===== config.mk =====
export PLATFORM = sky130hd
export DESIGN_NAME = cssr_core_special_status_regs
export DESIGN_NICKNAME = d
export VERILOG_FILES = /design/src/cssr_pkg.sv /design/src/cssr_core_special_status_regs.sv
export VERILOG_INCLUDE_DIRS = /design/src
export SDC_FILE = /design/constraint.sdc
export NUM_CORES = 1
export LEC_CHECK = 0
export BUFFER_PORTS_ARGS = -buffer_cell sky130_fd_sc_hd__buf_2
export CORE_AREA = 2 2 157 159
export CTS_CLUSTER_DIAMETER = 30
export DETAILED_ROUTE_END_ITERATION = 10
export DIE_AREA = 0 0 159 161
export GPL_TIMING_DRIVEN = 0
export SYNTH_ARGS = -nofsm -noshare
export SYNTH_HDL_FRONTEND = slang
export SYNTH_SLANG_ARGS = --single-unit

===== constraint.sdc =====
create_clock -name CLK -period 1.45 [get_ports CLK]
set_clock_uncertainty 0.1 [all_clocks]
set_input_delay 0.0725 -clock CLK [delete_from_list [all_inputs] [get_ports CLK]]
set_output_delay 0.0725 -clock CLK [all_outputs]
set_load 0.01 [all_outputs]

===== src/cssr_defs.svh =====
// constants for the core special status register block
// assumes inclusion by bare name from package and design files
`ifndef CSSR_DEFS_SVH
`define CSSR_DEFS_SVH

// special register selects seen on the move instructions
`define CSSR_SEL_STATUS 2'h0
`define CSSR_SEL_MASK 2'h1
`define CSSR_SEL_CONTROL 2'h2

// field positions
`define CSSR_T_BIT 24
`define CSSR_MASK_BIT 0
`define CSSR_SPSEL_BIT 1
`define CSSR_VEC_T_BIT 0

// reset values
`define CSSR_MASK_RST 1'b0
`define CSSR_SPSEL_RST 1'b0
`define CSSR_T_RST 1'b0

// access sizes
`define CSSR_SIZE_BYTE 2'h0
`define CSSR_SIZE_HALF 2'h1
`define CSSR_SIZE_WORD 2'h2

// fixed memory map, then multi-transfer index width
`define CSSR_PRIV_BASE 32'hE000_0000
`define CSSR_PRIV_END 32'hE00F_FFFF
`define CSSR_CORE_PERIPH_BASE 32'hE000_E000
`define CSSR_CORE_PERIPH_END 32'hE000_EFFF
`define CSSR_XFER_IDX_W 4
`endif


===== src/cssr_pkg.sv =====
// types for the core special status register block
// assumes cssr_defs.svh is on the include path
package cssr_pkg;
    `include "cssr_defs.svh"

    typedef enum logic [1:0] {
        MULTI_IDLE,
        MULTI_RUN,
        MULTI_ABANDONED
    } cssr_multi_t;

    typedef enum logic [2:0] {
        REG_CODE,
        REG_SRAM,
        REG_PERIPH,
        REG_EXT_RAM,
        REG_EXT_DEVICE,
        REG_PRIV,
        REG_VENDOR
    } cssr_region_t;
endpackage


===== src/cssr_core_special_status_regs.sv =====
// special status state of the core: state flag, priority mask, stack select,
// mode, restartable multi-transfer tracking and little-endian access steering
// assumes the pipeline drives all inputs synchronously to CLK, one-cycle event strobes
// Contract
// - state flag at bit 24, reads zero
// - writes to status word discarded
// - exchange branches load flag from target bit0
// - exception return restores flag from stack
// - exception entry loads flag from vector bit0
// - flag zero on issue faults or locks
// - interrupt abandons multi-register transfer
// - abandoned transfer restarts from first beat
// - priority mask bit0 blocks configurable exceptions
// - mask written by move or change-state
// - thread mode stack chosen by bit1
// - handler mode stack bit reads zero, ignores writes
// - handler mode always uses main stack
// - entry and return update stack control
// - reset selects main stack in thread
// - non-reset exceptions run in handler mode
// - word, halfword, byte accesses little-endian
// - fetches and peripheral bus little-endian
// - fixed non-reconfigurable 4GB map decode
// - reset loads flag from reset vector bit0
`timescale 1ns/1ps
`include "cssr_defs.svh"

module cssr_core_special_status_regs (
    input wire logic CLK,
    input wire logic RST,
    input wire logic RESET_VEC_LOAD,
    input wire logic [31:0] RESET_VEC,
    input wire logic SREG_RD_EN,
    input wire logic SREG_WR_EN,
    input wire logic [1:0] SREG_SEL,
    input wire logic [31:0] SREG_WR_DATA,
    input wire logic CHG_STATE_EN,
    input wire logic CHG_STATE_DISABLE,
    input wire logic BRANCH_XCHG,
    input wire logic [31:0] BRANCH_TARGET,
    input wire logic EXC_ENTRY,
    input wire logic [31:0] EXC_VECTOR,
    input wire logic EXC_RETURN,
    input wire logic [31:0] STACKED_STATUS,
    input wire logic RETURN_TO_THREAD,
    input wire logic RETURN_PROC_STACK,
    input wire logic INSTR_ISSUE,
    input wire logic IN_HARD_FAULT,
    input wire logic CFG_EXC_REQ,
    input wire logic MULTI_START,
    input wire logic MULTI_BEAT,
    input wire logic MULTI_LAST,
    input wire logic IRQ_PENDING,
    input wire logic ACC_VALID,
    input wire logic [31:0] ACC_ADDR,
    input wire logic [1:0] ACC_SIZE,
    input wire logic [31:0] ACC_WDATA,
    input wire logic [31:0] ACC_RDATA_BUS,
    output logic [31:0] SREG_RD_DATA,
    output logic SREG_RD_VALID,
    output logic T_FLAG,
    output logic PRIO_MASK,
    output logic USE_PROC_STACK,
    output logic HANDLER_MODE,
    output logic EXEC_ALLOW,
    output logic HARD_FAULT_REQ,
    output logic LOCKUP,
    output logic CFG_EXC_ALLOW,
    output logic MULTI_ABANDON,
    output logic MULTI_RESTART,
    output logic [`CSSR_XFER_IDX_W-1:0] MULTI_IDX,
    output logic [3:0] ACC_BYTE_EN,
    output logic [31:0] ACC_WDATA_LANE,
    output logic [31:0] ACC_RDATA,
    output cssr_pkg::cssr_region_t ACC_REGION,
    output logic ACC_XN,
    output logic ACC_CORE_PERIPH,
    output logic ACC_ERR
);
    import cssr_pkg::*;

    typedef struct packed {
        logic t_flag;
        logic prio_mask;
        logic spsel;
        logic handler;
        logic lockup;
        logic fault;
        logic [31:0] rd_data;
        logic rd_valid;
        cssr_multi_t multi;
        logic [`CSSR_XFER_IDX_W-1:0] idx;
        logic abandon;
        logic restart;
        logic [3:0] byte_en;
        logic [31:0] wlane;
        logic [31:0] rdata;
        cssr_region_t region;
        logic xn;
        logic core_periph;
        logic err;
    } cssr_state_t;

    cssr_state_t st;
    cssr_state_t next_st;
    logic [1:0] lane;
    logic misaligned;
    logic [31:0] shifted_rd;

    assign EXEC_ALLOW = INSTR_ISSUE && st.t_flag && !st.lockup;
    assign CFG_EXC_ALLOW = CFG_EXC_REQ && !st.prio_mask;
    assign USE_PROC_STACK = st.spsel && !st.handler;

    always_comb begin
        next_st = st;
        next_st.rd_valid = 1'b0;
        next_st.fault = 1'b0;
        next_st.abandon = 1'b0;
        next_st.restart = 1'b0;
        lane = ACC_ADDR[1:0];
        misaligned = 1'b0;
        shifted_rd = 32'h0000_0000;

        // state flag sources, reset vector over entry over return over branch
        if (RESET_VEC_LOAD) begin
            next_st.t_flag = RESET_VEC[`CSSR_VEC_T_BIT];
        end else if (EXC_ENTRY) begin
            next_st.t_flag = EXC_VECTOR[`CSSR_VEC_T_BIT];
        end else if (EXC_RETURN) begin
            next_st.t_flag = STACKED_STATUS[`CSSR_T_BIT];
        end else if (BRANCH_XCHG) begin
            next_st.t_flag = BRANCH_TARGET[0];
        end

        // mode and stack control
        if (EXC_ENTRY) begin
            next_st.handler = 1'b1;
            next_st.spsel = 1'b0;
        end else if (EXC_RETURN) begin
            next_st.handler = !RETURN_TO_THREAD;
            next_st.spsel = RETURN_TO_THREAD && RETURN_PROC_STACK;
        end else if (SREG_WR_EN && SREG_SEL == `CSSR_SEL_CONTROL && !st.handler) begin
            next_st.spsel = SREG_WR_DATA[`CSSR_SPSEL_BIT];
        end

        // priority mask; status word writes fall through unhandled
        if (SREG_WR_EN && SREG_SEL == `CSSR_SEL_MASK) begin
            next_st.prio_mask = SREG_WR_DATA[`CSSR_MASK_BIT];
        end else if (CHG_STATE_EN) begin
            next_st.prio_mask = CHG_STATE_DISABLE;
        end

        // special register read
        if (SREG_RD_EN) begin
            next_st.rd_valid = 1'b1;
            case (SREG_SEL)
                `CSSR_SEL_STATUS: next_st.rd_data = 32'h0000_0000;
                `CSSR_SEL_MASK: next_st.rd_data = {31'h0000_0000, st.prio_mask};
                `CSSR_SEL_CONTROL: next_st.rd_data = {30'h0000_0000, st.spsel && !st.handler, 1'b0};
                default: next_st.rd_data = 32'h0000_0000;
            endcase
        end

        // issue with cleared flag: fault, or lockup when already in hard fault
        if (INSTR_ISSUE && !st.t_flag && !st.lockup) begin
            if (IN_HARD_FAULT) begin
                next_st.lockup = 1'b1;
            end else begin
                next_st.fault = 1'b1;
            end
        end

        // restartable multi-register transfer
        case (st.multi)
            MULTI_IDLE: begin
                if (MULTI_START) begin
                    next_st.multi = MULTI_RUN;
                    next_st.idx = '0;
                end
            end
            MULTI_RUN: begin
                if (IRQ_PENDING) begin
                    next_st.multi = MULTI_ABANDONED;
                    next_st.abandon = 1'b1;
                    next_st.idx = '0;
                end else if (MULTI_BEAT && MULTI_LAST) begin
                    next_st.multi = MULTI_IDLE;
                end else if (MULTI_BEAT) begin
                    next_st.idx = st.idx + 1'b1;
                end
            end
            MULTI_ABANDONED: begin
                if (EXC_RETURN) begin
                    next_st.multi = MULTI_IDLE;
                    next_st.restart = 1'b1;
                    next_st.idx = '0;
                end
            end
            default: next_st.multi = MULTI_IDLE;
        endcase

        // little-endian lane steering and fixed map decode
        if (ACC_VALID) begin
            case (ACC_SIZE)
                `CSSR_SIZE_BYTE: begin
                    next_st.byte_en = 4'h1 << lane;
                    next_st.wlane = {4{ACC_WDATA[7:0]}};
                    shifted_rd = ACC_RDATA_BUS >> {lane, 3'h0};
                    next_st.rdata = {24'h00_0000, shifted_rd[7:0]};
                end
                `CSSR_SIZE_HALF: begin
                    misaligned = lane[0];
                    next_st.byte_en = lane[1] ? 4'hC : 4'h3;
                    next_st.wlane = {2{ACC_WDATA[15:0]}};
                    shifted_rd = lane[1] ? {16'h0000, ACC_RDATA_BUS[31:16]} : ACC_RDATA_BUS;
                    next_st.rdata = {16'h0000, shifted_rd[15:0]};
                end
                `CSSR_SIZE_WORD: begin
                    misaligned = lane != 2'h0;
                    next_st.byte_en = 4'hF;
                    next_st.wlane = ACC_WDATA;
                    next_st.rdata = ACC_RDATA_BUS;
                end
                default: begin
                    misaligned = 1'b1;
                    next_st.byte_en = 4'h0;
                    next_st.wlane = 32'h0000_0000;
                    next_st.rdata = 32'h0000_0000;
                end
            endcase
            case (ACC_ADDR[31:29])
                3'h0: next_st.region = REG_CODE;
                3'h1: next_st.region = REG_SRAM;
                3'h2: next_st.region = REG_PERIPH;
                3'h3, 3'h4: next_st.region = REG_EXT_RAM;
                3'h5, 3'h6: next_st.region = REG_EXT_DEVICE;
                default: next_st.region = (ACC_ADDR <= `CSSR_PRIV_END) ? REG_PRIV : REG_VENDOR;
            endcase
            next_st.xn = !(next_st.region == REG_CODE || next_st.region == REG_SRAM
                || next_st.region == REG_EXT_RAM);
            next_st.core_periph = ACC_ADDR >= `CSSR_CORE_PERIPH_BASE
                && ACC_ADDR <= `CSSR_CORE_PERIPH_END;
            next_st.err = misaligned
                || (next_st.region == REG_PRIV && ACC_SIZE != `CSSR_SIZE_WORD);
        end else begin
            next_st.byte_en = 4'h0;
            next_st.err = 1'b0;
        end
    end

    always_ff @(posedge CLK) begin
        if (RST) begin
            st <= '0;
            st.t_flag <= `CSSR_T_RST;
            st.prio_mask <= `CSSR_MASK_RST;
            st.spsel <= `CSSR_SPSEL_RST;
            st.multi <= MULTI_IDLE;
            st.region <= REG_CODE;
        end else begin
            st <= next_st;
        end
    end

    assign SREG_RD_DATA = st.rd_data;
    assign SREG_RD_VALID = st.rd_valid;
    assign T_FLAG = st.t_flag;
    assign PRIO_MASK = st.prio_mask;
    assign HANDLER_MODE = st.handler;
    assign HARD_FAULT_REQ = st.fault;
    assign LOCKUP = st.lockup;
    assign MULTI_ABANDON = st.abandon;
    assign MULTI_RESTART = st.restart;
    assign MULTI_IDX = st.idx;
    assign ACC_BYTE_EN = st.byte_en;
    assign ACC_WDATA_LANE = st.wlane;
    assign ACC_RDATA = st.rdata;
    assign ACC_REGION = st.region;
    assign ACC_XN = st.xn;
    assign ACC_CORE_PERIPH = st.core_periph;
    assign ACC_ERR = st.err;
endmodule


==> metrics, run 1 <==
synth top area cells dfxtp_1, buf_4, a22o_1; Seq/Total Area, Yosys between 30% and 40%; Worst Setup Path Type input port to register; 1st-pass router iterations 5; WL per Instance 15.84 um; final worst setup slack about 0.056 ns; Leak 3.672 nW; Power, Total 6.722 mW; number of synthesized flops with an enable pin 0; critical path's top delay family buffers and inverters; antenna-violating nets left 0; critical path arrival between 1.5 and 2 ns; fin nets 1138; worst vdd rail ir drop 0.0004449 V; unrepaired setup endpoints after global routing false; Unique masters post-synth 56; GP Congestion between 0.7 and 0.8; most frequent cell after synthesis buf_4; MaxCap Viol Count 0; crit path from SREG_WR_DATA[0]; Yosys Warn Count 0; share of layout cells above drive strength 1 41.98%; clk_lat worst skew 0.34 ns; grt total ovfl 0; final WL about 19 mm; largest net degree at the start of global routing 16; top post-synthesis cells by count buf_4, dfxtp_1, nor2_1, nand2_1, a21oi_1; final period utilization between 90% and 100%; crit end category register; Startpoint Class input port; Initial DRC Count between 200 and 300; H-tree depth 3; Site Rows 57; # IOs 401; WP data required between 1.5 and 2 ns; dpl hpwl around 14 mm; worst-case reg-to-reg path depth 4; clk sinks between 90 and 100; Synth area leader dfxtp_1; most frequent CP cell dlygate4sd3_1; max incr delay on CP 0.55 ns; die width 159 um; register area 0.001822 mm2; Setup Viol. Count Final 0; crit path cell chain dlygate4sd3_1 > buf_2 > nor2_1 > dlygate4sd3_1 > a211oi_1; Synth Instances 527; GRT Util Overall 14.31%; fin. max-slew vios 0; CTS tree built; setup tns final 0 ns; Placeable Area 0.02396 mm2; via/cell ratio 4.111; Initial Util 19.94%; die span in y 161 um; ys async rst share 0%; path category of the worst min-delay check input port to register; Antenna diodes 0; Synth Cell Area ~0.0048 mm2; area grow syn2layout 57.08%; DRC viols 0; Mapped Avg Cell Area 9.067 um2; Critical path buffers and inverters 3; area of the multi-input gates between 0.002 and 0.0025 mm2; first-pass GRT wire length 27.83 mm; CTS Buf Count 9; FF+latch count, synth just over 90; Final min period 1.394 ns; Cell Pwr Density 895.5 mW/mm2; vias in the first global route 4802; Root Driver clkbuf_16; antenna violations before repair 2; PortBufs roughly 200; final hold vios 0; Setup WS pre-CTS -0.2370 ns; hold_ws about 0.018 ns; worst r2r dst MULTI_IDX[3]; Slew HR ~44%; fillers about 2600; cell depth of the worst setup path 5; via count 4867; design area 0.007506 mm2; slowest stage cell, crit path dlygate4sd3_1; Area after DPL 0.006299 mm2; achievable clock frequency 717.3 MHz; Die Area around 0.026 mm2; Longest Clk Path Bufs 2; Worst-path clk slew approximately 0.07 ns; reg2reg start st[80]; Critical Path Fanout Max 1; status complete, no violations; worst slew pin tran ~0.83 ns; Worst Setup EP PRIO_MASK; R2R setup slack 0.08 ns; top-area cell type share of the netlist area 38.13%; ys flop type dfxtp_1
==> power breakdown <==
group / internal, mW / switching (mW) / leakage (nW) / total, mW
clock network: 1.62 / 1.09 / 0.167 / 2.70
registers: 2.62 / 0.0678 / 0.745 / 2.69
logic: 0.698 / 0.635 / 2.76 / 1.33
total: 4.93 / 1.79 / 3.67 / 6.72
==> cell usage in the layout, fill, tap and decap left out, drive strengths merged, types with 13 or more instances in the layout <==
| cell type | Yosys | layout |
|---|---|---|
| a221o | 16 | 16 |
| nand2 | 33 | 33 |
| dlygate4sd3 | 0 | 86 |
| mux2i | 14 | 14 |
| dfxtp | 91 | 91 |
| a21oi | 28 | 28 |
| o21ai | 15 | 15 |
| nand3 | 16 | 16 |
| inv | 11 | 13 |
| conb | 1 | 30 |
| buf | 128 | 330 |
| nor2 | 39 | 39 |
| clkbuf | 9 | 20 |
| a22o | 24 | 24 |
==> how the worst min path moves through the flow <==
stage / from / end / cells after the start
floorplan: EXC_ENTRY / st[118] / 1
global placement: IN_HARD_FAULT / HARD_FAULT_REQ / 2
detailed placement: IN_HARD_FAULT / HARD_FAULT_REQ / 2
CTS: MULTI_BEAT / st[80] / 4
global route: ACC_ADDR[18] / ACC_CORE_PERIPH / 4
finish: MULTI_BEAT / st[80] / 4
==> metal layers <==
layer	share of wire [%]	up-vias	track usage, %
met5	0.10	-	0
met4	1.2	4	3.760
met3	8.4	22	4.931
met2	47	212	24.39
met1	43	2234	17.24
li1	-	2395	-
==> registers in the layout, summed over array words and instances (netlist names) <==
name             count
ACC_RDATA           32
ACC_WDATA_LANE      32
ACC_BYTE_EN          4
MULTI_IDX            4
ACC_REGION           3
st                   3
SREG_RD_DATA         2
ACC_CORE_PERIPH      1
ACC_ERR              1
ACC_XN               1
HANDLER_MODE         1
HARD_FAULT_REQ       1
LOCKUP               1
MULTI_ABANDON        1
MULTI_RESTART        1
PRIO_MASK            1
SREG_RD_VALID        1
T_FLAG               1
==> cell families (layout without fill, tap and decap cells) <==
| logic type | after synthesis | after routing | synth area share (%) |
|---|---|---|---|
| buffers and inverters | 148 | 452 | 21.13 |
| AND/OR/NAND/NOR | 145 | 145 | 16.99 |
| AO/OA/AOI/OAI | 124 | 124 | 19.38 |
| flip-flops | 91 | 91 | 38.13 |
| multiplexers | 14 | 14 | 2.933 |
| adder cells (fa/ha/maj) | 3 | 3 | 0.7856 |
| other | 1 | 30 | 0.07848 |
| XOR/XNOR | 1 | 1 | 0.5761 |
==> worst reg2reg max path, cell delays in order, from the launching register on <==
cell	delay, ns
dfxtp_1	0.44
nor4b_4	0.28
nand2_1	0.14
o31a_1	0.29
o21ai_0	0.06
==> layout make-up <==
class / instances / area share [%]
Tap cell: 324 / 5.401
Multi-Input combinational cell: 317 / 27.44
Inverter: 11 / 0.5501
Clock buffer: 11 / 3.367
Buffer: 137 / 12.90
Clock inverter: 5 / 1.100
Timing Repair Buffer: 288 / 24.97
Sequential cell: 91 / 24.27
==> stage by stage <==
stage	std cells	utilization, %
CTS	1183	31.28
global placement	1081	26.28
floorplan	556	-
detailed placement	1081	26.28
global route	1184	31.32
finish	1184	31.32
==> repair_timing <==
item / CTS / global route
endpoints found under the hold margin: 79 / 0
hold buffers: 86 / 0
gates resized for setup: 1 / 1
buffers inserted: 0 / 1
setup endpoints to repair: 2 / 3
pin swaps: 0 / 1
(Power assumes the default switching activity.)
==> run 2: changes to the inputs <==
ABC_AREA = 1   (was unset)
CORE_AREA = 2 2 156 158   (was 2 2 157 159)
DIE_AREA = 0 0 158 160   (was 0 0 159 161)
==> run 2 against run 1 <==
Net effect:
- core utilization increased by 2.5 points
- critical path type unchanged
- largest cell class unchanged
- global-route usage increased by 1.7 points
- critical path depth increased by 1
- total power decreased by 1.8%
- synthesized cell count increased by 43%
- critical endpoint is now st[80]
==> metrics, run 2 <==
1st-pass router iterations 6; H-tree depth 3; Seq/Total Area, Yosys 35.32%; share of layout cells above drive strength 1 33.36%; Area after DPL around 0.0067 mm2; critical path arrival 1.57 ns; dpl hpwl approximately 15 mm; Synth Cell Area 0.005157 mm2; slowest stage cell, crit path dlygate4sd3_1; Initial Util 21.65%; cell depth of the worst setup path 6; Critical Path Fanout Max 2; Longest Clk Path Bufs 2; MaxCap Viol Count 0; FF+latch count, synth 91; # IOs between 400 and 500; unrepaired setup endpoints after global routing false; ys flop type dfxtp_1; worst vdd rail ir drop 0.0003877 V; postcts setup bufs 0; antenna violations before repair 0; Slew HR ~60%; Placeable Area 0.02382 mm2; fin nets 1381; fin. max-slew vios 0; area grow syn2layout 56.02%; WL per Instance 14.42 um; Mapped Avg Cell Area 6.867 um2; most frequent cells in the layout nand2_1, buf_2, buf_4; CTS Buf Count 9; Util after Layout 33.78%; Power, Total between 6 and 7 mW; Initial DRC Count 313; final WL 20.58 mm; synth top area cells dfxtp_1, nand2_1, buf_4; max incr delay on CP ~0.54 ns; ys async rst share 0%; max layer used met4; Final min period between 1 and 1.5 ns; vias in the first global route ~5800; Critical path buffers and inverters 3; top post-synthesis cells by count nand2_1, buf_4, dfxtp_1, inv_1, o21ai_0; CTS tree built; WP data required ~1.6 ns; most common cell after layout, fill and taps aside nand2_1; die width 158 um; top-area cell type share of the netlist area a little over a third; Leak roughly 4.3 nW; Root Driver clkbuf_16; path category of the worst min-delay check input port to register; Yosys Warn Count 0; worst slew pin tran 0.5981 ns; Synth area leader dfxtp_1; DRC viols 0; PortBufs 203; Cell Pwr Density 820.7 mW/mm2; worst-case reg-to-reg path depth 4; critical path's top delay family buffers and inverters; WL met3 ~1.3 mm; status complete, no violations; via/cell ratio 4.153; grt total ovfl 0; R2R setup slack 0.09 ns; clk sinks 91; hold path depth 5; GP Congestion just under 0.9; Synth Instances 751; Startpoint Class input port; final hold vios 0; GRT Util Overall 15.97%; M1 WL 8.991 mm; Unique masters post-synth 33; die span in y roughly 160 um; Met2 Wirelength 9.719 mm; via count 5926; first-pass GRT wire length 30.51 mm; antenna-violating nets left 0; Setup Viol. Count Final 0; largest net degree at the start of global routing 18; Antenna diodes 0; clk_lat worst skew 0.35 ns; crit path cell chain dlygate4sd3_1 > buf_2 > nand2_1 > dlygate4sd3_1 > nand2_1 > a211oi_2; Site Rows 57; number of synthesized flops with an enable pin 0; final period utilization 96.40%; crit end category register; Die Area around 0.025 mm2; most frequent cell after synthesis nand2_1; achievable clock frequency 715.4 MHz; Worst Setup Path Type input port to register; design area 0.008046 mm2; Worst-path clk slew 0.07 ns
## run 2: cell types whose count changed in the layout (fill, tap and decap cells not counted), moves of 8 or more
| cell | before | now |
|---|---|---|
| a311oi_1 | 9 | 0 |
| o21ai_0 | 14 | 66 |
| mux2i_1 | 14 | 0 |
| buf_2 | 211 | 219 |
| inv_1 | 11 | 67 |
| a22o_1 | 24 | 6 |
| nand2_1 | 32 | 228 |
| dlygate4sd3_1 | 86 | 105 |
| o31ai_1 | 1 | 20 |
| a221o_1 | 16 | 0 |
| nand2b_1 | 11 | 0 |
| and2_1 | 8 | 0 |
## run 2: final timing paths
kind / from / to
setup / recovery: MULTI_LAST / st[80]
hold reg to reg: ACC_CORE_PERIPH / ACC_CORE_PERIPH
hold / removal: ACC_RDATA_BUS[2] / ACC_RDATA[2]
setup reg to reg: T_FLAG / HARD_FAULT_REQ
## run 2: cells by family after synthesis
group	synth area share, %
DFF	35.32
buffers and inverters	23.90
adders and majority gates	0.7279
other	0.07271
and+or+nand+nor	23.22
AOI/OAI and AO/OA	16.76
## run 2: per-layer routing
| metal | up-vias | track usage, % |
|---|---|---|
| met4 | 0 | 6.306 |
| met5 | - | 0 |
| li1 | 2975 | - |
| met2 | 237 | 26.92 |
| met3 | 37 | 3.175 |
| met1 | 2677 | 19.89 |
## run 2: final cells by class
| class | instances | area, um2 |
|---|---|---|
| Fill cell | 2586 | 15770 |
| Multi-Input combinational cell | 479 | 2236 |
| Timing Repair Buffer | 308 | 2067 |
| Sequential cell | 91 | 1823 |
| Buffer | 136 | 955.9 |
| Tap cell | 324 | 405.4 |
| Inverter | 73 | 274.0 |
| Clock buffer | 9 | 225.2 |
| Clock inverter | 7 | 60.06 |
## run 2: through the flow
step	setup TNS, ns	hold WS, ns	instances	setup slack [ns]
floorplan	0	0.04869	780	0.2814
global placement	-0.2104	0.1638	1307	-0.08295
detailed placement	-0.2645	0.1691	1307	-0.05275
CTS	0	0.0008581	1428	0.02130
global route	0	0.03069	1427	0.007431
finish	0	0.01354	1427	0.05226
## run 2: worst reg2reg max path, cell delays in order, from the launching register on
cell and delay, ns:
dfxtp_1 0.33, inv_2 0.09, nand2_1 0.06, nor4_1 0.16, dlygate4sd3_1 0.57
## run 2: power by group
group | leakage (nW) | switching [mW] | internal (mW)
clock network | 0.143 | 1.14 | 1.20
logic | 3.37 | 0.803 | 0.759
registers | 0.745 | 0.0746 | 2.63
total | 4.26 | 2.02 | 4.59
## run 2: timing repair
| action | CTS | global route |
|---|---|---|
| hold buffers | 105 | 1 |
| gates resized for setup | 0 | 10 |
| hold endpoints to repair | 78 | 1 |
| endpoints found under the setup margin | 0 | 7 |
